File: config.mk
export PLATFORM = sky130hd
export DESIGN_NAME = mfp_fault_unit
export DESIGN_NICKNAME = d
export VERILOG_FILES = /design/src/rtl/mfp_pkg.sv /design/src/rtl/mfp_fault_unit.sv
export SDC_FILE = /design/constraint.sdc
export NUM_CORES = 1
export LEC_CHECK = 0
export BUFFER_PORTS_ARGS = -buffer_cell sky130_fd_sc_hd__buf_2
export CAP_MARGIN = 20
export CORE_ASPECT_RATIO = 0.9
export CORE_MARGIN = 5
export CORE_UTILIZATION = 47
export DETAILED_ROUTE_END_ITERATION = 10
export PLACE_DENSITY = 0.86
export SLEW_MARGIN = 20
export SYNTH_ARGS = -nofsm -noshare
export SYNTH_HDL_FRONTEND = slang
export SYNTH_SLANG_ARGS = --single-unit
File: constraint.sdc
create_clock -name aclk -period 2 [get_ports aclk]
set_clock_uncertainty 0.15 [all_clocks]
set_input_delay 0.2 -clock aclk [delete_from_list [all_inputs] [get_ports aclk]]
set_output_delay 0.2 -clock aclk [all_outputs]
set_load 0.02 [all_outputs]
File: src/rtl/mfp_pkg.sv
// Package for the translation fault prioritiser and table-cache parity.
// Assumes AXI4-Lite register access with 32-bit data on a single clock.
package mfp_pkg;

  // ----------------------------------------------------------------------
  // Register byte offsets
  // ----------------------------------------------------------------------
  localparam logic [7:0] MFP_CTRL_OFS = 8'h00;
  localparam logic [7:0] MFP_DBG_OFS = 8'h04;
  localparam logic [7:0] MFP_IFSR_OFS = 8'h08;
  localparam logic [7:0] MFP_DFSR_OFS = 8'h0c;
  localparam logic [7:0] MFP_IFAR_OFS = 8'h10;
  localparam logic [7:0] MFP_DFAR_OFS = 8'h14;
  localparam logic [7:0] MFP_STAT_OFS = 8'h18;

  // ----------------------------------------------------------------------
  // Field positions and reset values
  // ----------------------------------------------------------------------
  localparam int MFP_CTRL_ALIGN_BIT = 1;
  localparam int MFP_DBG_TLBMISS_BIT = 0;
  localparam int MFP_DBG_IMPRECISE_BIT = 1;
  localparam logic [31:0] MFP_CTRL_RST = 32'h0000_0000;
  localparam logic [31:0] MFP_DBG_RST = 32'h0000_0002;
  localparam int MFP_FSR_HI_BIT = 10;
  localparam int MFP_FSR_DOM_LSB = 4;
  localparam int MFP_STAT_DOMVALID_D = 1;
  localparam int MFP_STAT_DOMVALID_I = 0;

  // AXI responses
  localparam logic [1:0] MFP_RESP_OKAY = 2'h0;
  localparam logic [1:0] MFP_RESP_SLVERR = 2'h2;

  // ----------------------------------------------------------------------
  // Fault status codes: bit 10 then bits 3:0
  // ----------------------------------------------------------------------
  localparam logic [4:0] MFP_FS_IMPRECISE = 5'h16;
  localparam logic [4:0] MFP_FS_ALIGN = 5'h01;
  localparam logic [4:0] MFP_FS_TLBMISS = 5'h00;
  localparam logic [4:0] MFP_FS_L1_EXT = 5'h0c;
  localparam logic [4:0] MFP_FS_L1_TRANS = 5'h05;
  localparam logic [4:0] MFP_FS_L2_EXT = 5'h0e;
  localparam logic [4:0] MFP_FS_L2_TRANS = 5'h07;
  localparam logic [4:0] MFP_FS_SEC_DOM = 5'h09;
  localparam logic [4:0] MFP_FS_PAGE_DOM = 5'h0b;
  localparam logic [4:0] MFP_FS_SEC_PERM = 5'h0d;
  localparam logic [4:0] MFP_FS_PAGE_PERM = 5'h0f;
  localparam logic [4:0] MFP_FS_EXT = 5'h00;
  localparam logic [4:0] MFP_FS_DEBUG = 5'h02;

  // Fault request bit positions, index 12 is highest priority
  localparam int MFP_NFAULT = 13;
  localparam int MFP_F_IMPRECISE = 12;
  localparam int MFP_F_ALIGN = 11;
  localparam int MFP_F_TLBMISS = 10;
  localparam int MFP_F_L1_EXT = 9;
  localparam int MFP_F_L1_TRANS = 8;
  localparam int MFP_F_L2_EXT = 7;
  localparam int MFP_F_L2_TRANS = 6;
  localparam int MFP_F_SEC_DOM = 5;
  localparam int MFP_F_PAGE_DOM = 4;
  localparam int MFP_F_SEC_PERM = 3;
  localparam int MFP_F_PAGE_PERM = 2;
  localparam int MFP_F_EXT = 1;
  localparam int MFP_F_DEBUG = 0;
  // Faults at or above this index carry no valid domain
  localparam int MFP_F_DOM_INVALID_MIN = MFP_F_L1_TRANS;

  // Translation cache write data layout
  localparam int MFP_TWD_W = 112;
  localparam int MFP_TAG_PAR_W = 6;
  localparam int MFP_DATA_PAR_W = 10;

  typedef enum logic [1:0] {
    MFP_BUS_IDLE = 2'b00,
    MFP_BUS_RESP = 2'b01
  } mfp_bus_t;

endpackage

File: src/rtl/mfp_fault_unit.sv
// Fault prioritiser, abort signalling, fault status/address capture and
// translation cache write parity, with an AXI4-Lite register slave.
// Assumes the pipeline, table walker and cache sit on the same clock.
//
// Notes on behaviour
// Report only top fault; alignment code 0001 then miss code 0000.
// Imprecise abort highest, bit10 set code 0110, address of load/store.
// Level 1 walk bus error 1100, then level 1 section missing 0101.
// Level 2 walk bus error 1110, then level 2 page missing 0111.
// Section domain 1001 above page domain; domains above permissions.
// Page domain 1011, page permission 1111 below section permission.
// Plain external abort 000 below permissions; debug event 0010 lowest.
// Domain invalid for imprecise, alignment, miss and level 1 faults.
// Masked lower faults are dropped, reappearing on instruction restart.
// Fault raises prefetch abort for fetches, data abort for data.
// Miss aborts only with abort-on-miss bit set; else table walk.
// Alignment faults only for data, only with alignment enable set.
// Alignment checking works with translation disabled.
// Miss, translation, domain, permission faults on fetch and data.
// Precise external aborts always reported, never masked.
// Imprecise aborts need enable bit, which resets enabled.
// Separate fetch/data status and address registers capture faults.
// One odd parity bit per byte of cache write data.
// System stores and checks parity; outputs may float.
// Write port: 22-bit tag, 34-bit data per way, 112 bits total.
// Tag parity 5..0 over 111:106,105:98,97:90,55:50,49:42,41:34.
// Data parity 9..0 over 89:88, bytes to 63:56, 33:32, bytes to 7:0.
// Walk bus error aborts, stops walk, writes no cache entry.
// Status and address update in the abort cycle.
`timescale 1ns/1ps

module mfp_fault_unit
  import mfp_pkg::*;
#(
  parameter int ADDR_W = 32,
  parameter int DOM_W = 4
) (
  // Clock and reset
  input wire logic aclk,
  input wire logic aresetn,
  // AXI4-Lite register slave
  input wire logic [7:0] s_axil_awaddr,
  input wire logic s_axil_awvalid,
  output logic s_axil_awready,
  input wire logic [31:0] s_axil_wdata,
  input wire logic [3:0] s_axil_wstrb,
  input wire logic s_axil_wvalid,
  output logic s_axil_wready,
  output logic [1:0] s_axil_bresp,
  output logic s_axil_bvalid,
  input wire logic s_axil_bready,
  input wire logic [7:0] s_axil_araddr,
  input wire logic s_axil_arvalid,
  output logic s_axil_arready,
  output logic [31:0] s_axil_rdata,
  output logic [1:0] s_axil_rresp,
  output logic s_axil_rvalid,
  input wire logic s_axil_rready,
  // Fetch side fault checks (one-cycle access strobe)
  input wire logic i_acc_valid,
  input wire logic [ADDR_W-1:0] i_modified_virtual_address,
  input wire logic [DOM_W-1:0] i_domain,
  input wire logic [MFP_NFAULT-1:0] i_fault_req,
  // Data side fault checks
  input wire logic d_acc_valid,
  input wire logic [ADDR_W-1:0] d_modified_virtual_address,
  input wire logic [DOM_W-1:0] d_domain,
  input wire logic [MFP_NFAULT-1:0] d_fault_req,
  input wire logic [1:0] d_size,
  // Table walker write request
  input wire logic walk_wr_valid,
  input wire logic walk_bus_error,
  input wire logic [MFP_TWD_W-1:0] walk_wr_data,
  // Aborts to the pipeline
  output logic prefetch_abort,
  output logic data_abort,
  output logic tlb_miss_walk,
  // Translation cache write port
  output logic tlb_write_en,
  output logic [MFP_TWD_W-1:0] tlb_write_data,
  output logic [MFP_TAG_PAR_W-1:0] tlb_tag_parity_out,
  output logic [MFP_DATA_PAR_W-1:0] tlb_data_parity_out
);

  // ----------------------------------------------------------------------
  // Software state
  // ----------------------------------------------------------------------
  logic [31:0] ctrl_reg;
  logic [31:0] dbg_reg;
  logic [10:0] ifsr_reg;
  logic [10:0] dfsr_reg;
  logic [ADDR_W-1:0] ifar_reg;
  logic [ADDR_W-1:0] dfar_reg;
  logic [1:0] domvalid_reg;

  wire align_en = ctrl_reg[MFP_CTRL_ALIGN_BIT];
  wire miss_abort_en = dbg_reg[MFP_DBG_TLBMISS_BIT];
  wire imprecise_en = dbg_reg[MFP_DBG_IMPRECISE_BIT];

  // ----------------------------------------------------------------------
  // Data alignment check, independent of translation enable
  // ----------------------------------------------------------------------
  // Size: 2'b10 word, 2'b01 halfword, 2'b00 byte (no check)
  wire d_misaligned = (d_size == 2'b10 && d_modified_virtual_address[1:0]
                       != 2'b00) || (d_size == 2'b01 &&
                       d_modified_virtual_address[0]);

  // ----------------------------------------------------------------------
  // Gating of enable-dependent faults
  // ----------------------------------------------------------------------
  // Fetch: no alignment fault at all; precise faults other than miss pass untouched
  logic [MFP_NFAULT-1:0] i_gated;
  logic [MFP_NFAULT-1:0] d_gated;
  always_comb begin
    i_gated = i_fault_req;                        // see R14
    i_gated[MFP_F_ALIGN] = 1'b0;
    i_gated[MFP_F_TLBMISS] = i_fault_req[MFP_F_TLBMISS]
                             & miss_abort_en;
    i_gated[MFP_F_IMPRECISE] = i_fault_req[MFP_F_IMPRECISE]
                               & imprecise_en;
    d_gated = d_fault_req;                        // see R14
    d_gated[MFP_F_ALIGN] = (d_fault_req[MFP_F_ALIGN] | d_misaligned)
                           & align_en;            // see R12
    d_gated[MFP_F_TLBMISS] = d_fault_req[MFP_F_TLBMISS] & miss_abort_en;
    d_gated[MFP_F_IMPRECISE] = d_fault_req[MFP_F_IMPRECISE] & imprecise_en;
  end

  // ----------------------------------------------------------------------
  // Priority encoder, shared by both sides
  // ----------------------------------------------------------------------
  // Only the top request is coded; the rest are dropped, not queued.
  function automatic logic [5:0] mfp_encode(
    input logic [MFP_NFAULT-1:0] req
  );
    logic [4:0] code;
    logic dv;
    code = MFP_FS_DEBUG;
    dv = 1'b1;
    if (req[MFP_F_IMPRECISE]) code = MFP_FS_IMPRECISE;
    else if (req[MFP_F_ALIGN]) code = MFP_FS_ALIGN;
    else if (req[MFP_F_TLBMISS]) code = MFP_FS_TLBMISS;
    else if (req[MFP_F_L1_EXT]) code = MFP_FS_L1_EXT;
    else if (req[MFP_F_L1_TRANS]) code = MFP_FS_L1_TRANS;
    else if (req[MFP_F_L2_EXT]) code = MFP_FS_L2_EXT;
    else if (req[MFP_F_L2_TRANS]) code = MFP_FS_L2_TRANS;
    else if (req[MFP_F_SEC_DOM]) code = MFP_FS_SEC_DOM;
    else if (req[MFP_F_PAGE_DOM]) code = MFP_FS_PAGE_DOM;
    else if (req[MFP_F_SEC_PERM]) code = MFP_FS_SEC_PERM;
    else if (req[MFP_F_PAGE_PERM]) code = MFP_FS_PAGE_PERM;
    else if (req[MFP_F_EXT]) code = MFP_FS_EXT;
    else code = MFP_FS_DEBUG;
    // Domain not yet known for walk-front faults
    dv = ~|req[MFP_NFAULT-1:MFP_F_DOM_INVALID_MIN];
    mfp_encode = {dv, code};
  endfunction

  // Encoded result per side; an abort fires only with its strobe
  wire [5:0] i_enc = mfp_encode(i_gated);
  wire [5:0] d_enc = mfp_encode(d_gated);
  wire i_fire = i_acc_valid && |i_gated;
  wire d_fire = d_acc_valid && |d_gated;
  wire d_miss_walk = d_acc_valid && d_fault_req[MFP_F_TLBMISS]
                     && !miss_abort_en;
  wire i_miss_walk = i_acc_valid && i_fault_req[MFP_F_TLBMISS]
                     && !miss_abort_en;
  // Status word layout: bit 10 high code bit, 7:4 domain, 3:0 code
  wire [10:0] i_fsr_next = {i_enc[4], 2'b00, i_domain, i_enc[3:0]};
  wire [10:0] d_fsr_next = {d_enc[4], 2'b00, d_domain, d_enc[3:0]};

  // ----------------------------------------------------------------------
  // Abort outputs and fault capture
  // ----------------------------------------------------------------------
  // Registered together so status and address land with the abort.
  always_ff @(posedge aclk) begin
    if (!aresetn) begin
      prefetch_abort <= 1'b0;
      data_abort <= 1'b0;
      tlb_miss_walk <= 1'b0;
      ifsr_reg <= '0;
      dfsr_reg <= '0;
      ifar_reg <= '0;
      dfar_reg <= '0;
      domvalid_reg <= '0;
    end else begin
      prefetch_abort <= i_fire;
      data_abort <= d_fire;
      tlb_miss_walk <= i_miss_walk | d_miss_walk;
      if (i_fire) begin
        ifsr_reg <= i_fsr_next;                   // see R17
        ifar_reg <= i_modified_virtual_address;   // see R2
        domvalid_reg[MFP_STAT_DOMVALID_I] <= i_enc[5];
      end
      if (d_fire) begin
        dfsr_reg <= d_fsr_next;                   // see R17
        dfar_reg <= d_modified_virtual_address;   // see R2
        domvalid_reg[MFP_STAT_DOMVALID_D] <= d_enc[5];
      end
    end
  end

  // ----------------------------------------------------------------------
  // Translation cache write port with odd parity
  // ----------------------------------------------------------------------
  // Field bounds: tag 111:106,105:98,97:90,55:50,49:42,41:34
  localparam int TAG_HI [MFP_TAG_PAR_W] = '{41, 49, 55, 97, 105, 111};
  localparam int TAG_LO [MFP_TAG_PAR_W] = '{34, 42, 50, 90, 98, 106};
  localparam int DAT_HI [MFP_DATA_PAR_W] =
    '{7, 15, 23, 31, 33, 63, 71, 79, 87, 89};
  localparam int DAT_LO [MFP_DATA_PAR_W] =
    '{0, 8, 16, 24, 32, 56, 64, 72, 80, 88};

  // Bit set when a field holds an even count, so each word is odd
  logic [MFP_TAG_PAR_W-1:0] tag_par;
  logic [MFP_DATA_PAR_W-1:0] dat_par;
  genvar g;
  generate
    for (g = 0; g < MFP_TAG_PAR_W; g++) begin : g_tag_par
      assign tag_par[g] = ~^walk_wr_data[TAG_HI[g]:TAG_LO[g]];
    end
    for (g = 0; g < MFP_DATA_PAR_W; g++) begin : g_dat_par
      assign dat_par[g] = ~^walk_wr_data[DAT_HI[g]:DAT_LO[g]];
    end
  endgenerate

  // A faulting descriptor fetch never reaches the cache.
  wire walk_write = walk_wr_valid && !walk_bus_error;

  // Data and parity held between writes to save toggling
  always_ff @(posedge aclk) begin
    if (!aresetn) begin
      tlb_write_en <= 1'b0;
      tlb_write_data <= '0;
      tlb_tag_parity_out <= '0;
      tlb_data_parity_out <= '0;
    end else begin
      tlb_write_en <= walk_write;
      if (walk_write) begin
        tlb_write_data <= walk_wr_data;
        tlb_tag_parity_out <= tag_par;
        tlb_data_parity_out <= dat_par;
      end
    end
  end

  // ----------------------------------------------------------------------
  // AXI4-Lite write channel
  // ----------------------------------------------------------------------
  // Address and data latched independently; response after both.
  logic aw_held_reg;
  logic w_held_reg;
  logic [7:0] awaddr_reg;
  logic [31:0] wdata_reg;
  logic [3:0] wstrb_reg;
  wire wr_go = aw_held_reg && w_held_reg && !s_axil_bvalid;
  wire wr_ctrl = awaddr_reg == MFP_CTRL_OFS;
  wire wr_dbg = awaddr_reg == MFP_DBG_OFS;
  wire wr_known = wr_ctrl || wr_dbg || awaddr_reg == MFP_IFSR_OFS ||
                  awaddr_reg == MFP_DFSR_OFS ||
                  awaddr_reg == MFP_IFAR_OFS ||
                  awaddr_reg == MFP_DFAR_OFS ||
                  awaddr_reg == MFP_STAT_OFS;
  // Byte strobes widened to a bit mask
  logic [31:0] wmask;
  always_comb begin
    for (int i = 0; i < 4; i++) begin
      wmask[i*8 +: 8] = {8{wstrb_reg[i]}};
    end
  end

  // Handshakes and register update; status words stay read-only
  always_ff @(posedge aclk) begin
    if (!aresetn) begin
      aw_held_reg <= 1'b0;
      w_held_reg <= 1'b0;
      awaddr_reg <= '0;
      wdata_reg <= '0;
      wstrb_reg <= '0;
      s_axil_awready <= 1'b0;
      s_axil_wready <= 1'b0;
      s_axil_bvalid <= 1'b0;
      s_axil_bresp <= MFP_RESP_OKAY;
      ctrl_reg <= MFP_CTRL_RST;
      dbg_reg <= MFP_DBG_RST;
    end else begin
      s_axil_awready <= !aw_held_reg && !s_axil_awready;
      s_axil_wready <= !w_held_reg && !s_axil_wready;
      if (s_axil_awvalid && s_axil_awready) begin
        aw_held_reg <= 1'b1;
        awaddr_reg <= s_axil_awaddr;
      end
      if (s_axil_wvalid && s_axil_wready) begin
        w_held_reg <= 1'b1;
        wdata_reg <= s_axil_wdata;
        wstrb_reg <= s_axil_wstrb;
      end
      if (wr_go) begin
        aw_held_reg <= 1'b0;
        w_held_reg <= 1'b0;
        s_axil_bvalid <= 1'b1;
        s_axil_bresp <= wr_known ? MFP_RESP_OKAY : MFP_RESP_SLVERR;
        if (wr_ctrl) ctrl_reg <= (ctrl_reg & ~wmask) | (wdata_reg & wmask);
        if (wr_dbg) dbg_reg <= (dbg_reg & ~wmask) | (wdata_reg & wmask);
      end else if (s_axil_bvalid && s_axil_bready) begin
        s_axil_bvalid <= 1'b0;
      end
    end
  end

  // ----------------------------------------------------------------------
  // AXI4-Lite read channel
  // ----------------------------------------------------------------------
  // Decode straight off the address; unmapped reads return zero
  logic [31:0] rd_word;
  logic rd_known;
  always_comb begin
    rd_known = 1'b1;
    case (s_axil_araddr)
      MFP_CTRL_OFS: rd_word = ctrl_reg;
      MFP_DBG_OFS: rd_word = dbg_reg;
      MFP_IFSR_OFS: rd_word = {21'h0, ifsr_reg};
      MFP_DFSR_OFS: rd_word = {21'h0, dfsr_reg};
      MFP_IFAR_OFS: rd_word = 32'(ifar_reg);
      MFP_DFAR_OFS: rd_word = 32'(dfar_reg);
      MFP_STAT_OFS: rd_word = {30'h0, domvalid_reg};
      default: begin
        rd_word = 32'h0000_0000;
        rd_known = 1'b0;
      end
    endcase
  end

  // One read at a time: address ready stays low while data waits
  always_ff @(posedge aclk) begin
    if (!aresetn) begin
      s_axil_arready <= 1'b0;
      s_axil_rvalid <= 1'b0;
      s_axil_rdata <= '0;
      s_axil_rresp <= MFP_RESP_OKAY;
    end else begin
      s_axil_arready <= !s_axil_rvalid && !s_axil_arready;
      if (s_axil_arvalid && s_axil_arready) begin
        s_axil_rvalid <= 1'b1;
        s_axil_rdata <= rd_word;
        s_axil_rresp <= rd_known ? MFP_RESP_OKAY : MFP_RESP_SLVERR;
      end else if (s_axil_rvalid && s_axil_rready) begin
        s_axil_rvalid <= 1'b0;
      end
    end
  end

endmodule

-- Yosys cells after proc, flatten, opt, wreduce, memory -nomap -nowiden
Index checks and enable logic that the tools add are counted.
Widths: inputs -> output; s select.
- eq/ne operators: 14
- multiplexer cells: 31
- bitwise operators: 14
- reductions and logical operators: 66
- operators by type and width (kind ; number):
    $pmux 32 s7 ; 1
    $and 32x32->32 ; 3
    $reduce_xnor 8->1 ; 12
    $mux 4 ; 19
    $or 32x32->32 ; 2
    $eq 8x5->1 const B ; 6
    $eq 8x4->1 const B ; 4
    $not 32->32 ; 1
    $logic_and 1x1->1 ; 19
    $eq 8x3->1 const B ; 2
    $logic_not 8->1 ; 2
    $reduce_or 13->1 ; 1
    $reduce_or 12->1 ; 1
    $reduce_xnor 6->1 ; 2
    $logic_not 1->1 ; 11
    $mux 5 ; 2
    $mux 2 ; 4
    $logic_or 1x1->1 ; 7
    $reduce_or 7->1 ; 1
    $reduce_bool 2->1 ; 3
    $and 1x1->1 ; 5
    $mux 1 ; 5
    $reduce_or 5->1 ; 1
    $reduce_and 2->1 ; 2
    other kinds (7) ; 9
- flip-flop bits (word level): 367
- input port bits: 275
- output and inout port bits: 173
- logic and storage cells: 153

-- Logic depth before layout (Yosys ltp)
Gate-level depths: netlist (run 1).
- depth after elaboration: 12
- gate-level depth with buffers: 7

-- Worst setup path after synthesis (run 1)
OpenSTA, ideal clock, no wires.
- path type: register -> register
- start point: reg awaddr_reg[0]
- end point: reg (tool-made name)
- setup time: 0.072 ns
- arrival time: 1.937 ns
- required time: 1.778 ns
- setup slack: -0.158 ns
- cell stages (with the launch flop): 6
- path buffers: 1
- path through: dfxtp_1 or4_4 nor4b_4 and3b_2 buf_6 mux2i_1
- RTL lines (item ; RTL line ; source):
    start: declaration ; mfp_fault_unit.sv:251 ; logic [7:0] awaddr_reg;
    start signal: assignment ; mfp_fault_unit.sv:289 ; awaddr_reg <= s_axil_awaddr;

==> summary by stage, run 1 <==
Setup path
STA classifies the critical path endpoint as a flop. The arrival time of data at the critical path endpoint is 2410 ps. Data on the critical path is required at its endpoint by 2290 ps.

The source of the critical timing path is awaddr_reg[0]. In this run the worst path has a maximum fanout of 8. The largest stage delay on the critical path is 550 ps. The worst register-to-register path begins at awaddr_reg[0]. The cell count of the worst reg-to-reg path is 5. Setup slack on the worst reg-to-reg path comes out at -120 ps. The worst setup path is launched from a flop. The class of the most critical setup path is reg2reg.

The signal on the critical path passes through or4_4 -> nor4b_4 -> buf_12 -> and3b_2 -> mux2i_1. Among all stages on the critical path, the largest delay is contributed by sky130_fd_sc_hd__or4_4.

Yosys
The number of warning messages in the yosys log is 0. The sequential element share of the synthesized area is roughly 49%. The cell area that synthesis handed to floorplanning was 15000 um2.

Counting flops with an async set or reset pin after synthesis yields a share of 0%. After Yosys synthesis, full adders, half adders and majority gates account for 0% of the synthesized area. The netlist uses roughly 60 different library cells. Of the total synthesized cell area, the portion taken by AND, OR, NAND and NOR gates is 18.8%. The top cell type's share of synthesized area is 48.6%. sky130_fd_sc_hd__dfxtp_1 takes more of the synthesized area than any other cell. The average size of a mapped cell is between 8 and 9 um2. The dominant combinational cell family by area after synthesis is simple AND/OR/NAND/NOR gates. Counting flops and latches in the post-synthesis netlist gives 365. The prevailing post-synth register cell is sky130_fd_sc_hd__dfxtp_1. The synthesized design contains 0 enable-type register cells.

The area fraction in compound gates after synthesis is 15.0%. By area the synthesized netlist is led by sky130_fd_sc_hd__dfxtp_1 49%, sky130_fd_sc_hd__nand2_1 14%, sky130_fd_sc_hd__mux2i_1 7.3%. After technology mapping, the gate count stands at 1770. Multiplexer cells account for 8.30% of the synthesized area.

The xor/xnor cell area share of the yosys netlist is between 5 and 6%.

Global routing
Entering global routing, the biggest net connects 115 pins. The wire length of the first global-routing pass is 94300 um. The via count of the first global-routing pass is 17200. For this run, the total global-route usage over all layers was measured as 32.6%. For this run the aggregate overflow at the end of global routing stands at 0. The initial antenna violation count is 14.

Die
The number of top-level pins is around 450. The overall die area is 35700 um2. Measured along the y axis, the die boundary spans 180 um. Measured along the x axis, the die boundary spans roughly 200 um. The core region is 31700 um2. The initialized floorplan defines between 60 and 70 standard-cell rows. The starting utilization of the core area is 47.4%.

Drt
The via count is 17000. For this run, design rule violations remaining after detail routing come to 0. Wires add up to 62200 um. The detailed-route wire length per cell is 21.5 um.

The via count normalized by instance count is slightly below 6. The first routing iteration left 1553 violations. Before antenna repair, the detailed router went through 6 iterations. The detail route stage leaves a number of antenna-violating nets equal to 0.

Job
The max-capacitance violation count is 0.

Placed design
The number of buffer cells added on primary ports is ~440. At the placement stage, the worst setup path has a slack of -164 ps. The placed wire-length estimate is 35900 um. Routability-driven placement finished with a final weighted congestion of around 0.93.

STA
In this run the tightest slew margin relative to its limit is about 46%. Adding up every negative setup slack in the final design gives -2420 ps. The worst setup margin is -119 ps. The transition time at the pin with the least slew margin is 806 ps. In the finished design, the share of the clock period the worst path needs comes to 106%. The worst hold slack is 69.3 ps. The final number of setup-violating endpoints is 42. Based on the critical path, the design can be clocked at up to between 400 and 500 MHz. The final count of hold timing violations is 0. Setup repair after global routing could not meet its margin everywhere. The final critical path time including I/O delays and setup is around 2100 ps. The count of final max-slew check failures was 0.

Min path
The number of stages on the worst hold path is 4. The worst hold path terminates at w_held_reg. The startpoint identified for the worst hold timing path is s_axil_wvalid. The class of the tightest hold or removal check is in2reg.

Clock network
The tree is rooted in a sky130_fd_sc_hd__clkbuf_16. TritonCTS built the clock tree. In this run the deepest clock path goes through 3 buffers. The post-CTS clock slew at the launch and capture registers of the worst setup and hold paths is 60 ps.

TritonCTS created 38 clock buffers. The number of clock sinks is 365. The clock latency reported for the late side of the worst-skew pair is roughly 530 ps. The H-tree was split into 2 levels.

Run status
The checks that failed: negative setup slack. The flow ran to the end, but the final reports show violations.

Power and ir drop
For this design the ratio of total power to cell area is 813 nW/um2. The final total power is about 18 mW. The total leakage power is 9.47 nW. The maximum vdd ir drop is around 770 uV.

Final layout
Cells with a size suffix above 1 make up 24.0% of the layout. Compared with the post-synthesis result, the final layout area differs by 45.5%. The net total in the final layout is 2709.
## synthesized netlist by cell type, types with 2 or more instances
cell type and count:
sky130_fd_sc_hd__nand2_1 568, sky130_fd_sc_hd__dfxtp_1 365, sky130_fd_sc_hd__a21oi_1 211, sky130_fd_sc_hd__mux2i_1 109
sky130_fd_sc_hd__clkbuf_1 105, sky130_fd_sc_hd__xnor2_1 82, sky130_fd_sc_hd__a22oi_1 45, sky130_fd_sc_hd__nand3_1 35
sky130_fd_sc_hd__a22o_1 29, sky130_fd_sc_hd__o21ai_0 22, sky130_fd_sc_hd__nor2_1 19, sky130_fd_sc_hd__o22ai_1 17
sky130_fd_sc_hd__xor2_1 15, sky130_fd_sc_hd__buf_2 13, sky130_fd_sc_hd__buf_1 10, sky130_fd_sc_hd__nor3_1 10
sky130_fd_sc_hd__a221oi_1 9, sky130_fd_sc_hd__nand2b_1 6, sky130_fd_sc_hd__nor2b_1 6, sky130_fd_sc_hd__nor4_1 6
sky130_fd_sc_hd__inv_1 5, sky130_fd_sc_hd__mux4_2 5, sky130_fd_sc_hd__nand4_1 5, sky130_fd_sc_hd__o311ai_0 5
sky130_fd_sc_hd__a32oi_1 4, sky130_fd_sc_hd__and2_1 4, sky130_fd_sc_hd__mux2_2 4, sky130_fd_sc_hd__nand3b_1 4
sky130_fd_sc_hd__a211o_1 3, sky130_fd_sc_hd__a211oi_1 3, sky130_fd_sc_hd__nand3_2 3, sky130_fd_sc_hd__o211ai_1 3
sky130_fd_sc_hd__o2bb2ai_1 3, sky130_fd_sc_hd__or4_1 3, sky130_fd_sc_hd__a2111oi_0 2, sky130_fd_sc_hd__a21boi_0 2
sky130_fd_sc_hd__a311o_1 2, sky130_fd_sc_hd__a41oi_1 2, sky130_fd_sc_hd__and4b_1 2, sky130_fd_sc_hd__buf_4 2
sky130_fd_sc_hd__nor3b_1 2
## worst max-delay path by stage
stage | to | slack, ps | depth (start not counted)
2_1_floorplan | flop | -150 | 5
3_3_place_gp | flop | -90 | 5
3_5_place_dp | flop | -160 | 5
4_1_cts | flop | -140 | 5
5_1_grt | flop | -200 | 5
6_report | flop | -120 | 5
## critical path, delay by kind of cell (launching register included)
kind | cells | cell delay (ps)
AND/OR/NAND/NOR | 3 | 1180
flip-flops | 1 | 310
multiplexers | 1 | 230
buffers and inverters | 1 | 170
## layout by cell type (no fill, tap or decap), drive strengths merged, types with 15 or more instances in the layout
cell type / n
a21oi: 211
a22o: 29
a22oi: 45
buf: 497
clkbuf: 53
dfxtp: 365
dlygate4sd3: 256
mux2i: 109
nand2: 568
nand3: 39
nor2: 19
o21ai: 22
o22ai: 17
xnor2: 82
xor2: 15
## layout make-up
cell class	count	area (um2)
Multi-Input combinational cell	1269	7290
Inverter	6	27.5
Fill cell	2077	9850
Clock inverter	16	199
Sequential cell	365	7310
Tap cell	416	520
Timing Repair Buffer	754	5430
Clock buffer	52	1080
Antenna cell	12	30.0
## stage by stage
stage	util, %	std cells	area (um2)
2_1_floorplan	-	1771	15000
3_3_place_gp	56.4	2550	17900
3_5_place_dp	56.4	2550	17900
4_1_cts	68.6	2874	21800
5_1_grt	69.0	2889	21900
6_report	69.0	2890	21900
## per-layer routing
layer | GRT usage (%) | share of wire, %
met5 | 0 | 0.037
met1 | 37.4 | 35
met3 | 9.77 | 11
met2 | 53.6 | 47
met4 | 19.4 | 7.4
## kinds of logic (layout without fill, tap and decap cells)
| logic type | count (synthesis) | after routing |
|---|---|---|
| AOI/OAI and AO/OA | 368 | 368 |
| xor gates and xnor gates | 97 | 97 |
| buffers and inverters | 137 | 828 |
| DFF | 365 | 365 |
| muxes | 118 | 118 |
| other | 1 | 14 |
| and+or+nand+nor | 684 | 684 |
## power breakdown
| part | leakage (nW) | switching (mW) | internal, mW |
|---|---|---|---|
| registers | 2.98 | 0.201 | 7.57 |
| logic | 5.85 | 1.48 | 1.17 |
| clock network | 0.642 | 3.03 | 4.34 |
| total | 9.47 | 4.71 | 13.1 |
## timing repair
action,CTS,global route
gates resized for setup,4,6
pin swaps,1,0
hold endpoints to repair,254,0
setup buffers,0,3
setup endpoints to repair,63,67
cloned,0,1
hold buffers,256,0
Power figures use the tool's default switching activity.
==> run 2: changes to the inputs <==
--- a/config.mk
+++ b/config.mk
@@ -12,6 +12,7 @@
 export CORE_UTILIZATION = 47
 export DETAILED_ROUTE_END_ITERATION = 10
 export PLACE_DENSITY = 0.86
+export RECOVER_POWER = 50
 export SLEW_MARGIN = 20
 export SYNTH_ARGS = -nofsm -noshare
 export SYNTH_HDL_FRONTEND = slang
==> run 2 against run 1 <==
The flow still finishes with violations (negative setup slack). Maximum frequency is 1.4% lower. Sequential share of layout area is 0.37 points higher. Global-route usage stayed put. Flip-flop and latch count stayed put. Total power is 0.31% lower. Clock power hardly changed. Utilization is 0.76 points lower. Wire length is 0.30% lower. Combinational power is 2% lower. Highest routed layer unchanged.
==> summary by stage, run 2 (same netlist as run 1, synthesis figures left out) <==
Run status
The flow ran to the end, but the final reports show violations. The final reports fail on negative setup slack.

Drt
The routed wire length is 62000 um. The count of TritonRoute iterations in the first routing pass is 8. The number of DRC violations after detailed-routing iteration 0 is about 1500. Dividing the detail-routed wire length by the instance count gives around 21 um. Across all layers, the routed design uses 16900 vias.

The remaining design rule violation count is 0. The count of nets left with antenna violations once routing finished came out at 0. Using the TritonRoute via totals, the vias-per-cell ratio works out to 5.85.

Die
The starting utilization of the core area is 47.4%. The core area is 31700 um2. The height of the chip is 180 um.

The overall die width is between 150 and 200 um. The initialized floorplan defines 62 standard-cell rows. The number of top-level pins is 448.

The overall die area is around 36000 um2.

Placed design
The count of buffers added on input and output ports is 444. The placed wire-length estimate is ~36000 um. The placer's final routability congestion estimate is 0.928. At the placement stage, the worst setup path has a slack of -164 ps.

Once placement completed, the tool counted placed cells totaling roughly 2600.

STA
The final count of hold timing violations is 0. Static timing analysis puts the maximum clock frequency at 465 MHz. The worst hold slack is 74.7 ps. The final number of setup-violating endpoints is 53. The worst path uses 107% of the clock period. Setup repair after global routing could not meet its margin everywhere.

The worst setup margin is -148 ps. The count of final max-slew check failures is 0. In this run the tightest slew margin relative to its limit is 45.1%. The transition time at the pin with the least slew margin is 822 ps. The final critical path time including I/O delays and setup is 2150 ps.

Final layout
For this run, the number of standard cells in the final layout without fillers is roughly 2900. The final layout contains roughly 2700 nets. The top cell types in the final layout, fill and taps aside, are 568 x sky130_fd_sc_hd__nand2_1, 365 x sky130_fd_sc_hd__dfxtp_1, 273 x sky130_fd_sc_hd__buf_2. Leaving out fill and tap cells, the most frequent cell in the layout is sky130_fd_sc_hd__nand2_1. Of the cells placed in the final design, the portion with a size suffix greater than 1 is 17.0%. The post-layout utilization of the core is about two thirds. The area growth from synthesis to layout is 43.9%.

Setup path
For the worst setup path, the data required time is 2270 ps. Across all register-to-register paths, the minimum setup slack is -120 ps. For the worst setup path, the data arrival time is 2410 ps. The source of the critical timing path is aresetn.

The worst register-to-register path begins at awaddr_reg[0]. STA classifies the critical path startpoint as an input pin. The class of the most critical setup path is in2reg. The sort of element at the end of the critical path is a flop. For the worst flop-to-flop path, the logic depth is 5. In this run the worst path has a maximum fanout of 58.

Power and ir drop
The worst-case IR drop observed on VDD is 752 uV. The total leakage power is 8.76 nW. In this run the power density over the cells is ~820 nW/um2.

Clock network
Clock-pin slew was measured on the worst setup and hold paths at 70 ps. The library cell used as clock root buffer is sky130_fd_sc_hd__clkbuf_16. The number of buffers created by CTS is 38.

The clock passes through at most 3 buffers. The H-tree level count is 2. The number of clock sinks is approximately 370. The clock latency reported for the late side of the worst-skew pair is ~520 ps. The CTS tree is yes.

Global routing
The wire length of the first global-routing pass is 94300 um. The remaining global-route overflow is 0. The via count of the first global-routing pass is 17200. The aggregate global-route resource usage is 32.6%. Entering global routing, the biggest net connects 115 pins. The initial antenna violation count is 14.

Job
The max-capacitance violation count is 0.

Min path
In this run the worst hold path is classified as in2reg. The worst hold path terminates at w_held_reg. In this run the most critical hold path is launched from s_axil_wvalid. Counting instances, the worst hold path has a depth of 4.
[run 2: critical path: stages]
cell and delay (ps):
sky130_fd_sc_hd__dlygate4sd3_1 540, sky130_fd_sc_hd__clkbuf_1 320, sky130_fd_sc_hd__buf_12 310, sky130_fd_sc_hd__nand2_1 570, sky130_fd_sc_hd__o21ai_0 460
[run 2: worst max-delay path by stage]
stage,end
2_1_floorplan,flop
3_3_place_gp,flop
3_5_place_dp,flop
4_1_cts,flop
5_1_grt,flop
6_report,tlb_data_parity_out[8]
[run 2: through the flow]
stage,setup TNS (ps),power (mW),cell area [um2]
6_report,-3110,17.7,21600
5_1_grt,-7900,18.3,21600
4_1_cts,-2380,17.6,21800
3_5_place_dp,-4670,9.96,17900
3_3_place_gp,-1790,9.89,17900
2_1_floorplan,-4900,9.06,15000
[run 2: per-layer routing]
metal	global-route usage (%)	up-vias	routed length, um
li1	-	7366	-
met1	37.4	7835	21300
met2	53.6	1307	29100
met3	9.77	414	7080
met4	19.4	4	4560
met5	0	-	23
[run 2: final cells by class]
class / count / area (um2)
inverter: 6 / 27.5
antenna: 13 / 32.5
fill: 2204 / 10100
timing repair buffer: 754 / 5190
multi-input combinational: 1269 / 7280
clock inverter: 16 / 199
sequential: 365 / 7310
clock buffer: 52 / 1080
tap: 416 / 520
[run 2: repair_timing]
| item | CTS | global route |
|---|---|---|
| endpoints found under the setup margin | 63 | 67 |
| hold endpoints to repair | 254 | 0 |
| hold buffers | 256 | 0 |
| pin swaps | 1 | 0 |
| resized for setup | 4 | 6 |
| buffers inserted | 0 | 3 |
| gates cloned | 0 | 1 |
[run 2: where the power goes]
group | internal [mW] | total (mW) | switching (mW)
Sequential | 7.57 | 7.77 | 0.204
Clock | 4.34 | 7.37 | 3.03
Combinational | 1.13 | 2.60 | 1.48
==> run 3: changes to the inputs <==
--- a/config.mk
+++ b/config.mk
@@ -13,6 +13,7 @@
 export DETAILED_ROUTE_END_ITERATION = 10
 export PLACE_DENSITY = 0.86
 export RECOVER_POWER = 50
+export SKIP_CTS_REPAIR_TIMING = 1
 export SLEW_MARGIN = 20
 export SYNTH_ARGS = -nofsm -noshare
 export SYNTH_HDL_FRONTEND = slang
==> run 3 against run 2 <==
Largest cell class unchanged. The run ends with negative hold slack, negative setup slack left. Register-to-register slack got worse by 30 ps. Critical path depth is 1 higher. Largest power group unchanged. Via count is 0.82% lower. Clock power hardly changed. Global-route usage is 6.8 points lower. Wire length down 1.1%. Critical path type unchanged.
==> summary by stage, run 3 (same netlist as run 1, synthesis figures left out) <==
Min path
The min-delay analysis places its worst path in the category in2reg.

Power and ir drop
The maximum vdd ir drop is 1080 uV. The power density normalized to cell area is 821 nW/um2. Power comes to 17.7 mW. The total leakage power is 8.74 nW.

Drt
After detailed routing, the number of remaining DRC violations is 0. Dividing the detail-routed via count by the number of cells gives 5.82. The final layout contains routed wiring with a total length of 61300 um. The antenna violation net count after detailed routing is 0. The first routing iteration left 1634 violations. The first detailed-routing pass took 7 iterations. The via count is around 17000. After detailed routing, the average wire length per cell comes to 21.3 um.

Clock network
After clock tree synthesis, the clock-pin slew on the worst setup and hold paths is about 60 ps. The library cell used as clock root buffer is sky130_fd_sc_hd__clkbuf_16. The clock reaches the later pin of the worst-skew pair after approximately 520 ps.

In this run the number of H-tree levels came out at 2. The maximum clock insertion buffer count is 3. The tree built by TritonCTS fans out to 365 sinks. TritonCTS built the clock tree. The number of buffers created by CTS is 38.

Setup path
STA classifies the critical path endpoint as a flop. Data on the critical path is required at its endpoint by ~2200 ps. The setup path with the least slack is of type in2reg. The startpoint kind of the worst setup timing path is an input pin. The peak fanout along the critical path is 68. STA puts the critical path data arrival time at about 2400 ps.

Final layout
After filler insertion, the fill cell instance count of the layout stands at between 2000 and 2500. Cells with a size suffix above 1 make up 17.0% of the layout. The cell area after layout is 21600 um2. Leaving out fill and tap cells, the most frequent cells in the layout are 568 x sky130_fd_sc_hd__nand2_1, 365 x sky130_fd_sc_hd__dfxtp_1, 273 x sky130_fd_sc_hd__buf_2. Measured on the finished design, the core utilization comes to approximately two thirds. In the final design database the tool counted 2705 nets. The area growth from synthesis to final layout is 43.5%.

The commonest non-fill, non-tap cell in the layout is sky130_fd_sc_hd__nand2_1.

STA
The final number of setup-violating endpoints is about 140. The transition time at the pin with the least slew margin is roughly 1200 ps. On the final layout, the worst hold slack is -2.06 ps.

The maximum clock frequency is approximately 450 MHz. Setup slack on the critical path of the routed design comes to -219 ps. The final count of hold timing violations is 1.

The count of final max-slew check failures is 0. The final critical path time including I/O delays and setup is around 2200 ps. The setup TNS after final layout is -8440 ps. Setup repair after global routing could not meet its margin everywhere. The share of the clock period used by the worst path is 111%.

The worst slew slack as a fraction of its limit is 20.1%.

Run status
The final reports fail on negative hold slack, negative setup slack. The run finished, with violations left.

Global routing
The wire length of the first global-routing pass is 75800 um. The pin count of the biggest net entering global routing is approximately 120. The aggregate global-route resource usage is 25.8%. The remaining global-route overflow is 0. The initial antenna violation count is 10. The via count of the first global-routing pass is 14400.

Die
The overall die width is a little under 200 um. The height of the chip is 180 um. Once the floorplan was initialized, standard cells occupied 47.4% of the core. The overall die area is approximately 36000 um2.

The number of top-level pins is 448. The core area is 31700 um2. The floorplan has 62 rows.

Placed design
The placer's final routability congestion estimate is 0.928. The worst slack after detailed placement is -164 ps. Port buffering added roughly 440 buffers. The placed wire-length estimate is 35900 um. In this run the cell area measured after placement is 17900 um2.

Job
Across the run, the number of max-cap violations was 0.
[run 3: worst paths after layout]
check	cells after the start	slack, ps	to	from
setup reg to reg	6	-150	flop	awaddr_reg[0]
hold reg to reg	2	310	ifsr_reg[6]	ifsr_reg[6]
setup / recovery	6	-220	tlb_write_data[45]	aresetn
hold / removal	4	-2	dfsr_reg[0]	d_fault_req[9]
[run 3: area by class of cell]
class	count	area [um2]	share of cell area, %
inverter	6	27.5	0.128
clock inverter	16	199	0.922
timing repair buffer	750	5140	23.8
sequential	365	7310	33.9
multi-input combinational	1269	7280	33.7
tap	416	520	2.41
antenna	9	22.5	0.104
clock buffer	52	1080	5.03
[run 3: through the flow]
stage                     hold slack, ps  std cells
after CTS                           -260       2618
after global routing                8.30       2881
after detailed placement             291       2550
final                              -2.06       2883
after floorplan                      152       1771
after global placement               288       2550
[run 3: routing by layer]
metal / part of all wire (%) / global-route usage (%)
met4: 7.0 / 10.7
met3: 11 / 8.09
met1: 35 / 31.2
met2: 47 / 42.7
met5: 0.044 / 0
[run 3: worst max-delay path, stage by stage]
cell	delay, ps
sky130_fd_sc_hd__dlygate4sd3_1	570
sky130_fd_sc_hd__buf_6	150
sky130_fd_sc_hd__inv_6	110
sky130_fd_sc_hd__clkbuf_4	750
sky130_fd_sc_hd__buf_12	360
sky130_fd_sc_hd__a21oi_1	190
[run 3: where the power goes]
part | leakage (nW) | internal, mW | switching [mW] | total (mW)
clock | 0.642 | 4.34 | 3.03 | 7.37
combinational | 5.12 | 1.12 | 1.46 | 2.58
sequential | 2.98 | 7.57 | 0.203 | 7.77
total | 8.74 | 13.0 | 4.69 | 17.7
